File: config.mk
export PLATFORM = sky130hd
export DESIGN_NAME = rfi_rotor_fault
export DESIGN_NICKNAME = d
export VERILOG_FILES = /design/src/rtl/rfi_tick_div.v /design/src/rtl/rfi_rotor_fault.v
export VERILOG_INCLUDE_DIRS = /design/src /design/src/include
export SDC_FILE = /design/constraint.sdc
export NUM_CORES = 1
export LEC_CHECK = 0
export BUFFER_PORTS_ARGS = -buffer_cell sky130_fd_sc_hd__buf_2
export CAP_MARGIN = 0
export CORE_MARGIN = 2
export CORE_UTILIZATION = 42
export CTS_CLUSTER_SIZE = 30
export DETAILED_ROUTE_END_ITERATION = 6
export GPL_TIMING_DRIVEN = 1
export PLACE_DENSITY = 0.59
export SYNTH_ARGS = -nofsm -noshare
export SYNTH_HDL_FRONTEND = slang
export SYNTH_SLANG_ARGS = --single-unit
File: constraint.sdc
create_clock -name clk_sys -period 7.1 [get_ports clk_sys]
set_input_delay 1.775 -clock clk_sys [delete_from_list [all_inputs] [get_ports clk_sys]]
set_output_delay 1.775 -clock clk_sys [all_outputs]
set_load 0.01 [all_outputs]
File: src/include/rfi_map.vh
/*
 * constants for the rotor fault indicator: configuration word offsets,
 * field positions, tick timing and the lock event limit.
 * assumes a 20 mhz system clock; included by bare name.
 */
`ifndef RFI_MAP_VH
`define RFI_MAP_VH

// configuration word offsets (nonvolatile word index)
`define RFI_OFS_LOCK_TIME_AND_MAX_FREQ 5'h0b
`define RFI_OFS_FAULT_SPEED_THRESHOLDS 5'h0c
`define RFI_OFS_FAULT_BLANK_AND_DELAY 5'h0d
`define RFI_OFS_RUN_MODE 5'h10

// field positions
`define RFI_LOCK_MODE_BIT 2
`define RFI_SET_SPEED_LSB 0
`define RFI_SET_SPEED_MSB 7
`define RFI_CLEAR_SPEED_LSB 8
`define RFI_CLEAR_SPEED_MSB 15
`define RFI_BLANK_LSB 0
`define RFI_BLANK_MSB 7
`define RFI_DELAY_LSB 8
`define RFI_DELAY_MSB 12
`define RFI_MAX_FREQ_LSB 0
`define RFI_MAX_FREQ_MSB 7
`define RFI_LOCK_OFF_LSB 8
`define RFI_LOCK_OFF_MSB 15

// speed thresholds step in 16 rpm units: shift of the 8-bit field
`define RFI_RPM_STEP_SHIFT 4

// timing
`define RFI_CLK_HZ 20000000
`define RFI_TICK_MS 100
`define RFI_TICK_CYCLES ((`RFI_CLK_HZ / 1000) * `RFI_TICK_MS)
`define RFI_TICKS_PER_SEC 10
`define RFI_LOCK_EVENT_LIMIT 2

`endif

File: src/rtl/rfi_tick_div.v
/*
 * rfi_tick_div: divides the system clock into a one-cycle enable pulse.
 * assumes a free-running clock and an asynchronous active-low reset.
 */
`timescale 1ns/100ps
module rfi_tick_div
#(
	parameter DIVIDE = 2000000
)
(
	input wire clk_sys, // system clock
	input wire rst_n, // asynchronous reset, active low
	input wire restart, // zero the divider phase
	output reg tick // one-cycle enable every DIVIDE clocks
);

reg [31:0] count;

// count up and pulse at the end of each period
always @(posedge clk_sys or negedge rst_n)
begin
	if (!rst_n)
	begin
		count <= 32'h0;
		tick <= 1'b0;
	end
	else if (restart)
	begin
		count <= 32'h0;
		tick <= 1'b0;
	end
	else if (count == DIVIDE - 1)
	begin
		count <= 32'h0;
		tick <= 1'b1;
	end
	else
	begin
		count <= count + 32'h1;
		tick <= 1'b0;
	end
end

endmodule

File: src/rtl/rfi_rotor_fault.v
/*
 * rfi_rotor_fault: rotor fault indicator. it watches measured speed, the
 * speed demand state and lock events, and drives an open-drain fault pin.
 * assumes the motor controller supplies speed in rpm, a run flag, a
 * start pulse, a lock pulse and an open-loop-done flag, and that the
 * configuration words are loaded over a simple synchronous write port.
 */
`timescale 1ns/100ps
`include "rfi_map.vh"

module rfi_rotor_fault
#(
	parameter TICK_CYCLES = `RFI_TICK_CYCLES, // clocks per 100 ms tick
	parameter SPEED_W = 16 // measured speed width in rpm
)
(
	input wire clk_sys, // system clock, 20 mhz
	input wire rst_n, // asynchronous reset, active low
	input wire cfg_wr, // configuration word write strobe
	input wire [4:0] cfg_addr, // configuration word index
	input wire [15:0] cfg_wdata, // configuration word write data
	input wire [SPEED_W-1:0] speed_rpm, // measured rotor speed in rpm
	input wire speed_demand_in, // speed demand active (drive enabled)
	input wire start_pulse, // one cycle at each motor start
	input wire lock_pulse, // one cycle when a rotor lock is detected
	input wire open_loop_done, // high once open-loop start has finished
	output reg [15:0] cfg_rdata, // configuration word read data
	output reg fault_o, // fault pin output level (always low when driven)
	output reg fault_oe_n, // fault pin enable, low pulls the pin low
	output reg fault_state, // fault indication, high is fault
	output reg [1:0] lock_count // lock event counter
);

////////////////////////////////////////////////////////////////////////////////

reg [15:0] lock_time_and_max_freq;
reg [15:0] fault_speed_thresholds;
reg [15:0] fault_blank_and_delay;
reg [15:0] run_mode;

// configuration word writes
always @(posedge clk_sys or negedge rst_n)
begin
	if (!rst_n)
	begin
		lock_time_and_max_freq <= 16'h0000;
		fault_speed_thresholds <= 16'h0000;
		fault_blank_and_delay <= 16'h0000;
		run_mode <= 16'h0000;
	end
	else if (cfg_wr)
	begin
		case (cfg_addr)
		`RFI_OFS_LOCK_TIME_AND_MAX_FREQ: lock_time_and_max_freq <= cfg_wdata;
		`RFI_OFS_FAULT_SPEED_THRESHOLDS: fault_speed_thresholds <= cfg_wdata;
		`RFI_OFS_FAULT_BLANK_AND_DELAY: fault_blank_and_delay <= cfg_wdata;
		`RFI_OFS_RUN_MODE: run_mode <= cfg_wdata;
		default: ;
		endcase
	end
end

// configuration word readback, unmapped reads as zero
always @(posedge clk_sys or negedge rst_n)
begin
	if (!rst_n)
		cfg_rdata <= 16'h0000;
	else
	begin
		case (cfg_addr)
		`RFI_OFS_LOCK_TIME_AND_MAX_FREQ: cfg_rdata <= lock_time_and_max_freq;
		`RFI_OFS_FAULT_SPEED_THRESHOLDS: cfg_rdata <= fault_speed_thresholds;
		`RFI_OFS_FAULT_BLANK_AND_DELAY: cfg_rdata <= {3'h0, fault_blank_and_delay[12:0]};
		`RFI_OFS_RUN_MODE: cfg_rdata <= run_mode;
		default: cfg_rdata <= 16'h0000;
		endcase
	end
end

////////////////////////////////////////////////////////////////////////////////

// field extraction and threshold scaling to rpm
wire lock_mode_select = run_mode[`RFI_LOCK_MODE_BIT];
wire [7:0] fault_set_field = fault_speed_thresholds[`RFI_SET_SPEED_MSB:`RFI_SET_SPEED_LSB];
wire [7:0] fault_clear_field = fault_speed_thresholds[`RFI_CLEAR_SPEED_MSB:`RFI_CLEAR_SPEED_LSB];
wire [7:0] fault_blank_time = fault_blank_and_delay[`RFI_BLANK_MSB:`RFI_BLANK_LSB];
wire [4:0] delay_field = fault_blank_and_delay[`RFI_DELAY_MSB:`RFI_DELAY_LSB];
wire [3:0] speed_fault_delay = (delay_field > 5'h0f) ? 4'hf : delay_field[3:0];
wire [15:0] fault_set_speed = {4'h0, fault_set_field, 4'h0}; // 16 rpm steps
wire [15:0] fault_clear_speed = {4'h0, fault_clear_field, 4'h0};
wire [15:0] speed16 = speed_rpm[15:0];
wire func_enable = (fault_clear_field != 8'h00);
wire speed_low = speed16 < fault_set_speed;
wire speed_high = speed16 > fault_clear_speed;

////////////////////////////////////////////////////////////////////////////////

// 100 ms base tick and 1 s tick from the system clock
wire tick_100ms;
reg [3:0] sec_div;
reg tick_1s;

rfi_tick_div #(.DIVIDE(TICK_CYCLES)) u_tick
(
	.clk_sys(clk_sys),
	.rst_n(rst_n),
	.restart(1'b0),
	.tick(tick_100ms)
);

// ten 100 ms ticks per second
always @(posedge clk_sys or negedge rst_n)
begin
	if (!rst_n)
	begin
		sec_div <= 4'h0;
		tick_1s <= 1'b0;
	end
	else if (tick_100ms)
	begin
		sec_div <= (sec_div == 4'd9) ? 4'h0 : sec_div + 4'h1;
		tick_1s <= (sec_div == 4'd9);
	end
	else
		tick_1s <= 1'b0;
end

////////////////////////////////////////////////////////////////////////////////

reg [7:0] blank_cnt;
reg blank_active;
reg [3:0] dly_cnt;
reg [1:0] dly_kind; // 0 none, 1 raise, 2 lower, 3 demand-off
reg demand_d;
// blank_done only fires while demand is on, so a stop on demand never raises the pin
wire blank_done = blank_active && speed_demand_in && tick_100ms && (blank_cnt <= 8'h01);
wire demand_off = demand_d && !speed_demand_in;
wire new_start = start_pulse || lock_pulse;
wire [1:0] next_kind = !speed_demand_in ? (fault_state ? 2'd3 : 2'd0) :
	(!fault_state && speed_low) ? 2'd1 :
	(fault_state && speed_high && !blank_active) ? 2'd2 : 2'd0; // held until blank end
wire dly_done = (dly_kind != 2'd0) && (next_kind == dly_kind) &&
	((dly_cnt >= speed_fault_delay) || (speed_fault_delay == 4'h0));

// blanking timer, started by each start or lock while demand is on
always @(posedge clk_sys or negedge rst_n)
begin
	if (!rst_n)
	begin
		blank_cnt <= 8'h00;
		blank_active <= 1'b0;
		demand_d <= 1'b0;
	end
	else
	begin
		demand_d <= speed_demand_in;
		if (new_start && speed_demand_in)
		begin
			blank_cnt <= fault_blank_time;
			blank_active <= 1'b1;
		end
		else if (!speed_demand_in)
		begin
			blank_active <= 1'b0;
		end
		else if (blank_done)
		begin
			blank_active <= 1'b0;
		end
		else if (blank_active && tick_100ms)
			blank_cnt <= blank_cnt - 8'h01;
	end
end

// delay timer, restarts whenever the pending condition changes
always @(posedge clk_sys or negedge rst_n)
begin
	if (!rst_n)
	begin
		dly_cnt <= 4'h0;
		dly_kind <= 2'd0;
	end
	else if (next_kind != dly_kind || dly_done)
	begin
		dly_cnt <= 4'h0;
		dly_kind <= dly_done ? 2'd0 : next_kind;
	end
	else if (tick_1s && dly_cnt != 4'hf)
		dly_cnt <= dly_cnt + 4'h1;
end

////////////////////////////////////////////////////////////////////////////////

// lock event counter in counter mode
always @(posedge clk_sys or negedge rst_n)
begin
	if (!rst_n)
		lock_count <= 2'd0;
	else if (!func_enable || lock_mode_select)
		lock_count <= 2'd0;
	else if (lock_pulse && lock_count != `RFI_LOCK_EVENT_LIMIT)
		lock_count <= lock_count + 2'd1;
	else if (blank_done && speed_high)
		lock_count <= 2'd0;
end

// fault decision
always @(posedge clk_sys or negedge rst_n)
begin
	if (!rst_n)
		fault_state <= 1'b0;
	else if (!func_enable)
		fault_state <= open_loop_done;
	else if (!lock_mode_select && lock_pulse && lock_count == 2'd1)
		fault_state <= 1'b1; // second lock event
	else if (blank_done)
	begin
		if (speed_high)
			fault_state <= 1'b0;
		else
			fault_state <= 1'b1;
	end
	else if (dly_done)
	begin
		case (dly_kind)
		2'd1: fault_state <= 1'b1;
		2'd2: fault_state <= 1'b0;
		2'd3: fault_state <= 1'b0;
		default: fault_state <= fault_state;
		endcase
	end
	else if (demand_off && !fault_state)
		fault_state <= 1'b0;
end

// pin release follows the fault level
wire next_pin_release = fault_state;

// open-drain pin: enable low pulls low, released means fault high
always @(posedge clk_sys or negedge rst_n)
begin
	if (!rst_n)
	begin
		fault_o <= 1'b0;
		fault_oe_n <= 1'b0;
	end
	else
	begin
		fault_o <= 1'b0;
		fault_oe_n <= next_pin_release;
	end
end

endmodule

Yosys cells after proc, flatten, opt, wreduce, memory -nomap -nowiden

Cells that the tools add are included.

Register bits after elaboration: 135
Input port bits: 44
Logic and storage cells: 115
Output and inout port bits: 21

$add $sub $neg: 5
Reduce and logical (&&, ||, !) cells: 40
$lt $le $gt $ge: 5
Eq/ne operators: 18
Mux-type cells: 30

Operator list:

| operator                                               | number |
|---|---|
| case mux 16 bit (4 select lines)                       | 1 |
| adder 32 x 1 -> 32 bit (second input constant)         | 1 |
| equality test 32 x 21 -> 1 bit (second input constant) | 1 |
| 2-to-1 mux 32 bit                                      | 1 |
| 2-to-1 mux 8 bit                                       | 4 |
| logical AND 1 bit                                      | 17 |
| > comparator 16 x 12 -> 1 bit                          | 1 |
| less-than comparator 16 x 12 -> 1 bit                  | 1 |
| 2-to-1 mux 2 bit                                       | 8 |
| 2-to-1 mux 4 bit                                       | 4 |
| equality test 5 x 4 -> 1 bit (second input constant)   | 3 |
| 2-to-1 mux 1 bit                                       | 11 |
| AND reduction 2 bit                                    | 5 |
| adder 4 x 1 -> 4 bit (second input constant)           | 2 |
| <= comparator 8 x 1 -> 1 bit (second input constant)   | 1 |
| nonzero test 2 bit                                     | 4 |
| nonzero test 8 bit                                     | 1 |
| subtractor 8 x 1 -> 8 bit (second input constant)      | 1 |
| != test 6 x 4 -> 1 bit (second input constant)         | 1 |
| equality test 5 bit (second input constant)            | 1 |
| > comparator 5 x 4 -> 1 bit (second input constant)    | 1 |
| zero test 1 bit                                        | 5 |
| != test 5 x 1 -> 1 bit (second input constant)         | 1 |
| equality test 2 x 1 -> 1 bit (second input constant)   | 2 |
| other kinds (16)                                       | 20 |

Longest topological paths before layout

Depth in word-level cells: 13
Gate-level depth with buffers: 10
Depth with buffers taken out: 9

Cells and area by module

A second synthesis with hierarchy kept.

Cells, all modules: 600
Area total of the unflattened synthesis: 6776.5 um^2

By module, submodules not included:

| module          | seq. area each (um^2) | times used | area an instance (um^2) | cells an instance |
|---|---|---|---|---|
| rfi_rotor_fault | 2527.4                | 1          | 4890.9                  | 413 |
| rfi_tick_div    | 825.8                 | 1          | 1885.6                  | 187 |

Worst setup path after synthesis

No wires, ideal clock.

Path kind: input-to-reg
From: input port speed_rpm[9]
To: register dly_cnt[2]
Library setup time: 87 ps
Path buffers: 0
Data arrival time: 3561 ps
Cell stages on the path: 8
Path slack: 3452 ps
Cells stage by stage: ha_1 -> a211oi_1 -> nor2_1 -> nor4bb_1 -> o211ai_1 -> a211oi_1 -> o2bb2a_1 -> o211ai_1

Cells in the longest elaborated chain, start to end: 11

Ends and longest elaborated chain:

| item                                                   | line                  | source |
|---|---|---|
| start: declaration                                     | rfi_rotor_fault.v:22  | `input wire [SPEED_W-1:0] speed_rpm,` |
| > comparator 16 x 12 -> 1 bit                          | rfi_rotor_fault.v:94  | `wire speed_high = speed16 > fault_clear_speed;` |
| logical AND 1 bit (2 in a row)                         | rfi_rotor_fault.v:141 | `(fault_state && speed_high && !blank_active) ? 2'd2 : 2'd0;` |
| 2-to-1 mux 2 bit                                       | rfi_rotor_fault.v:141 |  |
| 2-to-1 mux 2 bit (*)                                   | rfi_rotor_fault.v:140 | `(!fault_state && speed_low) ? 2'd1 :` |
| 2-to-1 mux 2 bit (*)                                   | rfi_rotor_fault.v:139 | `wire [1:0] next_kind = !speed_demand_in ? (fault_state ? 2'd3 : 2'd0) :` |
| equality test 2 bit                                    | rfi_rotor_fault.v:142 | `wire dly_done = (dly_kind != 2'd0) && (next_kind == dly_kind) &&` |
| logical AND 1 bit (2 in a row)                         | rfi_rotor_fault.v:142 |  |
| logical OR 1 bit (*)                                   | rfi_rotor_fault.v:183 | `else if (next_kind != dly_kind \|\| dly_done)` |
| 2-to-1 mux 4 bit or nonzero test 2 bit (tied branches) | -                     |  |
| end signal: assignment                                 | rfi_rotor_fault.v:189 | `dly_cnt <= dly_cnt + 4'h1;` |
| end: declaration                                       | rfi_rotor_fault.v:132 | `reg [3:0] dly_cnt;` |

Mark *: on every way between the ends. The rest lies on a longest branch, timed or not.
A chain may end at the register's enable or synchronous reset.

Worst setup path after layout

From: input port cfg_addr[4]
To: register fault_blank_and_delay[8]

Cells in the longest elaborated chain, start to end: 2

Ends and longest elaborated chain:

| item                          | line                 | source |
|---|---|---|
| start: declaration            | rfi_rotor_fault.v:20 | `input wire [4:0] cfg_addr,` |
| equality test 5 x 4 -> 1 bit  | rfi_rotor_fault.v:53 | `case (cfg_addr)` |
| AND reduction 2 bit (no line) | -                    |  |
| end signal: assignment        | rfi_rotor_fault.v:56 | `` `RFI_OFS_FAULT_BLANK_AND_DELAY: fault_blank_and_delay <= cfg_wdata; `` |
| end: declaration              | rfi_rotor_fault.v:38 | `reg [15:0] fault_blank_and_delay;` |

Every way passes these cells.

==> impl_results.md <==
- Die area: 16500 um2
- Synth cell count leaders: dfrtp_1 (134), mux2_2 (62), nand2_1 (41), nor2_1 (41), inv_1 (28)
- PD cells: 286 nW/um2
- #FFs+latches synth: 134
- Met1 usage: 26.5%
- TritonCTS clock tree: done
- Skew final: 10.1 ps
- Clock buffer count from CTS: 17
- Initial antenna violation count: 0
- Most frequent cell after synthesis: dfrtp_1
- GR Util met2: 31.8%
- CTS H-tree lvls: 4
- Std cell rows: 45
- Unrepaired setup endpoints after global routing: false
- DR pass1 iterations: 6
- Placed Cells: 818
- Clk_lat worst skew: 410 ps
- Largest net degree at the start of global routing: 84
- Max IR drop VDD: 183 uV
- Hold Path Class: reg2reg
- Worst-path maximum fanout: 14
- Max clock buf depth: 2
- Final setup viols: 0
- Post-synth net total: 645
- # hold bufs at CTS: 0
- Routed WL: 14.9 mm
- Asr flop ratio synth: 100%
- Period minus WS final: 4000 ps
- Worst EP required: 7400 ps
- Hold slack: 474 ps
- Filler instances: 1360
- Final Cycle Share: 56.3%
- Post-Synthesis Cells: 576
- Post-synth EDFFs: 0
- Die W: 128 um
- Simple-gate portion of the synthesized area: 15.5%
- Port buffer count: 63
- Reg clk slew, reported paths: 60 ps
- Final Wtd Congestion: 0.817
- Normalized max-slew margin: 25.5%
- N_diodes: 0
- Adder-Cell Fraction of Synth Area: 4.82%
- First-pass GRT wire length: 25.1 mm
- Post-CTS Setup Bufs: 0
- Setup TNS: 0 ps
- Post-DP HPWL: 10.5 mm
- Multiplexer share of the synthesized area: 11.1%
- Clk sinks: 134
- WL/cell: 17.6 um
- Fin. max-slew vios: 0
- Post-Syn Area: 6490 um2
- Fin nets: 718
- Area growth syn-to-layout: 17.9%
- Syn Area/Cell: 11.3 um2
- Initial drt markers: 326
- Antenna Nets Post-Route: 0
- All-Layer GR Usage: 19.6%
- Core Footprint: 15100 um2
- Vias in the first global route: 4860
- Layout cell share with drive strength beyond 1: 26.7%
- Kind of end point of the critical path: flip-flop
- Seq/Total Area, Yosys: 51.7%
- Height of the die: 128 um
- Resize count post-CTS: 0
- Final hold viol count: 0
- Count of cell types in the netlist: 60
- DRC Markers: 0
- Synth Area in Compound Gates: 8.79%
- Crit path DAT: 4290 ps
- Max Cap Viol: 0
- Largest family of logic cells by synthesized area: simple AND/OR/NAND/NOR gates
- Worst setup SP type: input port
- GRT busiest layer: met2
- Ys Warns: 0
- Root Buffer: clkbuf_16
- Initial Util: 42.9%
- Crit Path Category: in2reg
- Yosys top cell by area: dfrtp_1
- Lkg Pwr: 3.64 nW
- Least-Margin Pin Slew: 1110 ps
- DR vias/cell: 5.52
- Peak Freq: 250 MHz
- Synth Flop Type: dfrtp_1
- Synth top area cells: dfrtp_1 (52%), mux2_2 (11%), ha_1 (4.8%), a22oi_1 (3.0%), xnor2_1 (2.8%)
- # IOs: 65
- Synth Area in XOR/XNOR: 5.53%
- Finished Layout Cells: 850
- GRT met3 Usage: 4.80%
- DR vias: 4692
- Yosys top cell area share: 51.7%
- Status: finished, final reports clean
- Total grt overflow: 0
cell type report:
| cell class | count | area (um2) | area share [%] |
|---|---|---|---|
| Clock inverter | 14 | 175 | 2.29 |
| Timing Repair Buffer | 69 | 367 | 4.79 |
| Clock buffer | 18 | 439 | 5.74 |
| Tap cell | 188 | 235 | 3.07 |
| Inverter | 28 | 105 | 1.37 |
| Multi-Input combinational cell | 399 | 2980 | 38.9 |
| Sequential cell | 134 | 3350 | 43.8 |
cell usage in the layout (no fill, tap or decap), drive strengths merged, types with 6 or more instances in the layout:
master	n
a21oi	14
a22oi	26
and4	6
buf	69
clkbuf	18
clkinv	6
dfrtp	134
ha	25
inv	31
mux2	62
nand2	41
nand3	22
nand4	10
nor2	42
nor2b	6
nor3	13
nor4	10
o21ai	10
or3	6
xnor2	21
xor2	20
worst paths after layout:
check,startpoint,slack (ps),endpoint,cells past startpoint
worst max-delay path,cfg_addr[4],3100,fault_blank_and_delay[8],6
worst min register to register,u_tick.count[31],470,u_tick.count[31],1
max in group asynchronous,rst_n,4550,fault_blank_and_delay[10],2
min in group asynchronous,rst_n,1390,u_tick.count[19],1
worst max register to register,fault_speed_thresholds[9],4190,dly_cnt[2],9
worst min-delay path,u_tick.count[31],470,u_tick.count[31],1
logic make-up (layout without fill, tap and decap cells):
group	count (synthesis)	count (layout)
and+or+nand+nor	186	186
DFF	134	134
AOI/OAI and AO/OA	82	82
muxes	64	64
buffers and inverters	43	129
xor gates and xnor gates	41	41
adders and majority gates	25	25
other	1	1
critical path, cell delays in order:
cell and delay [ps]:
buf_2 100, nor2b_1 150, nand2_1 110, nor3b_2 910, nand2_1 750, mux2_2 490
state kept, by name, indices dropped and copies added (netlist names):
register and cells:
blank_active 1, blank_cnt 8, cfg_rdata 16, dly_cnt 4, dly_kind 2, fault_blank_and_delay 13, fault_oe_n 1, fault_speed_thresholds 16
fault_state 1, lock_count 2, lock_time_and_max_freq 16, run_mode 16, sec_div 4, tick_1s 1, u_tick.count 32, u_tick.tick 1
per-stage QoR:
stage	cell area, um2	utilization [%]	power (W)	setup slack [ps]
final	7650	50.5	0.00219	3100
after global routing	7650	50.5	0.00230	2880
after CTS	7650	50.5	0.00221	3150
after detailed placement	7040	46.5	0.00129	2720
after global placement	7040	46.5	0.00127	2800
after floorplan	6490	-	0.00115	3450
report_power, final:
part	switching (W)	internal [W]	total (W)
Sequential	0.0000901	0.000860	0.000950
Combinational	0.000178	0.000153	0.000331
Clock	0.000343	0.000566	0.000909
per-layer routing:
| layer | vias to the layer above | part of all wire [%] |
|---|---|---|
| li1 | 2228 | - |
| met1 | 2347 | 46 |
| met2 | 107 | 48 |
| met3 | 10 | 4.3 |
| met4 | 0 | 0.87 |
| met5 | - | 0 |
(Power assumes the default switching activity.)
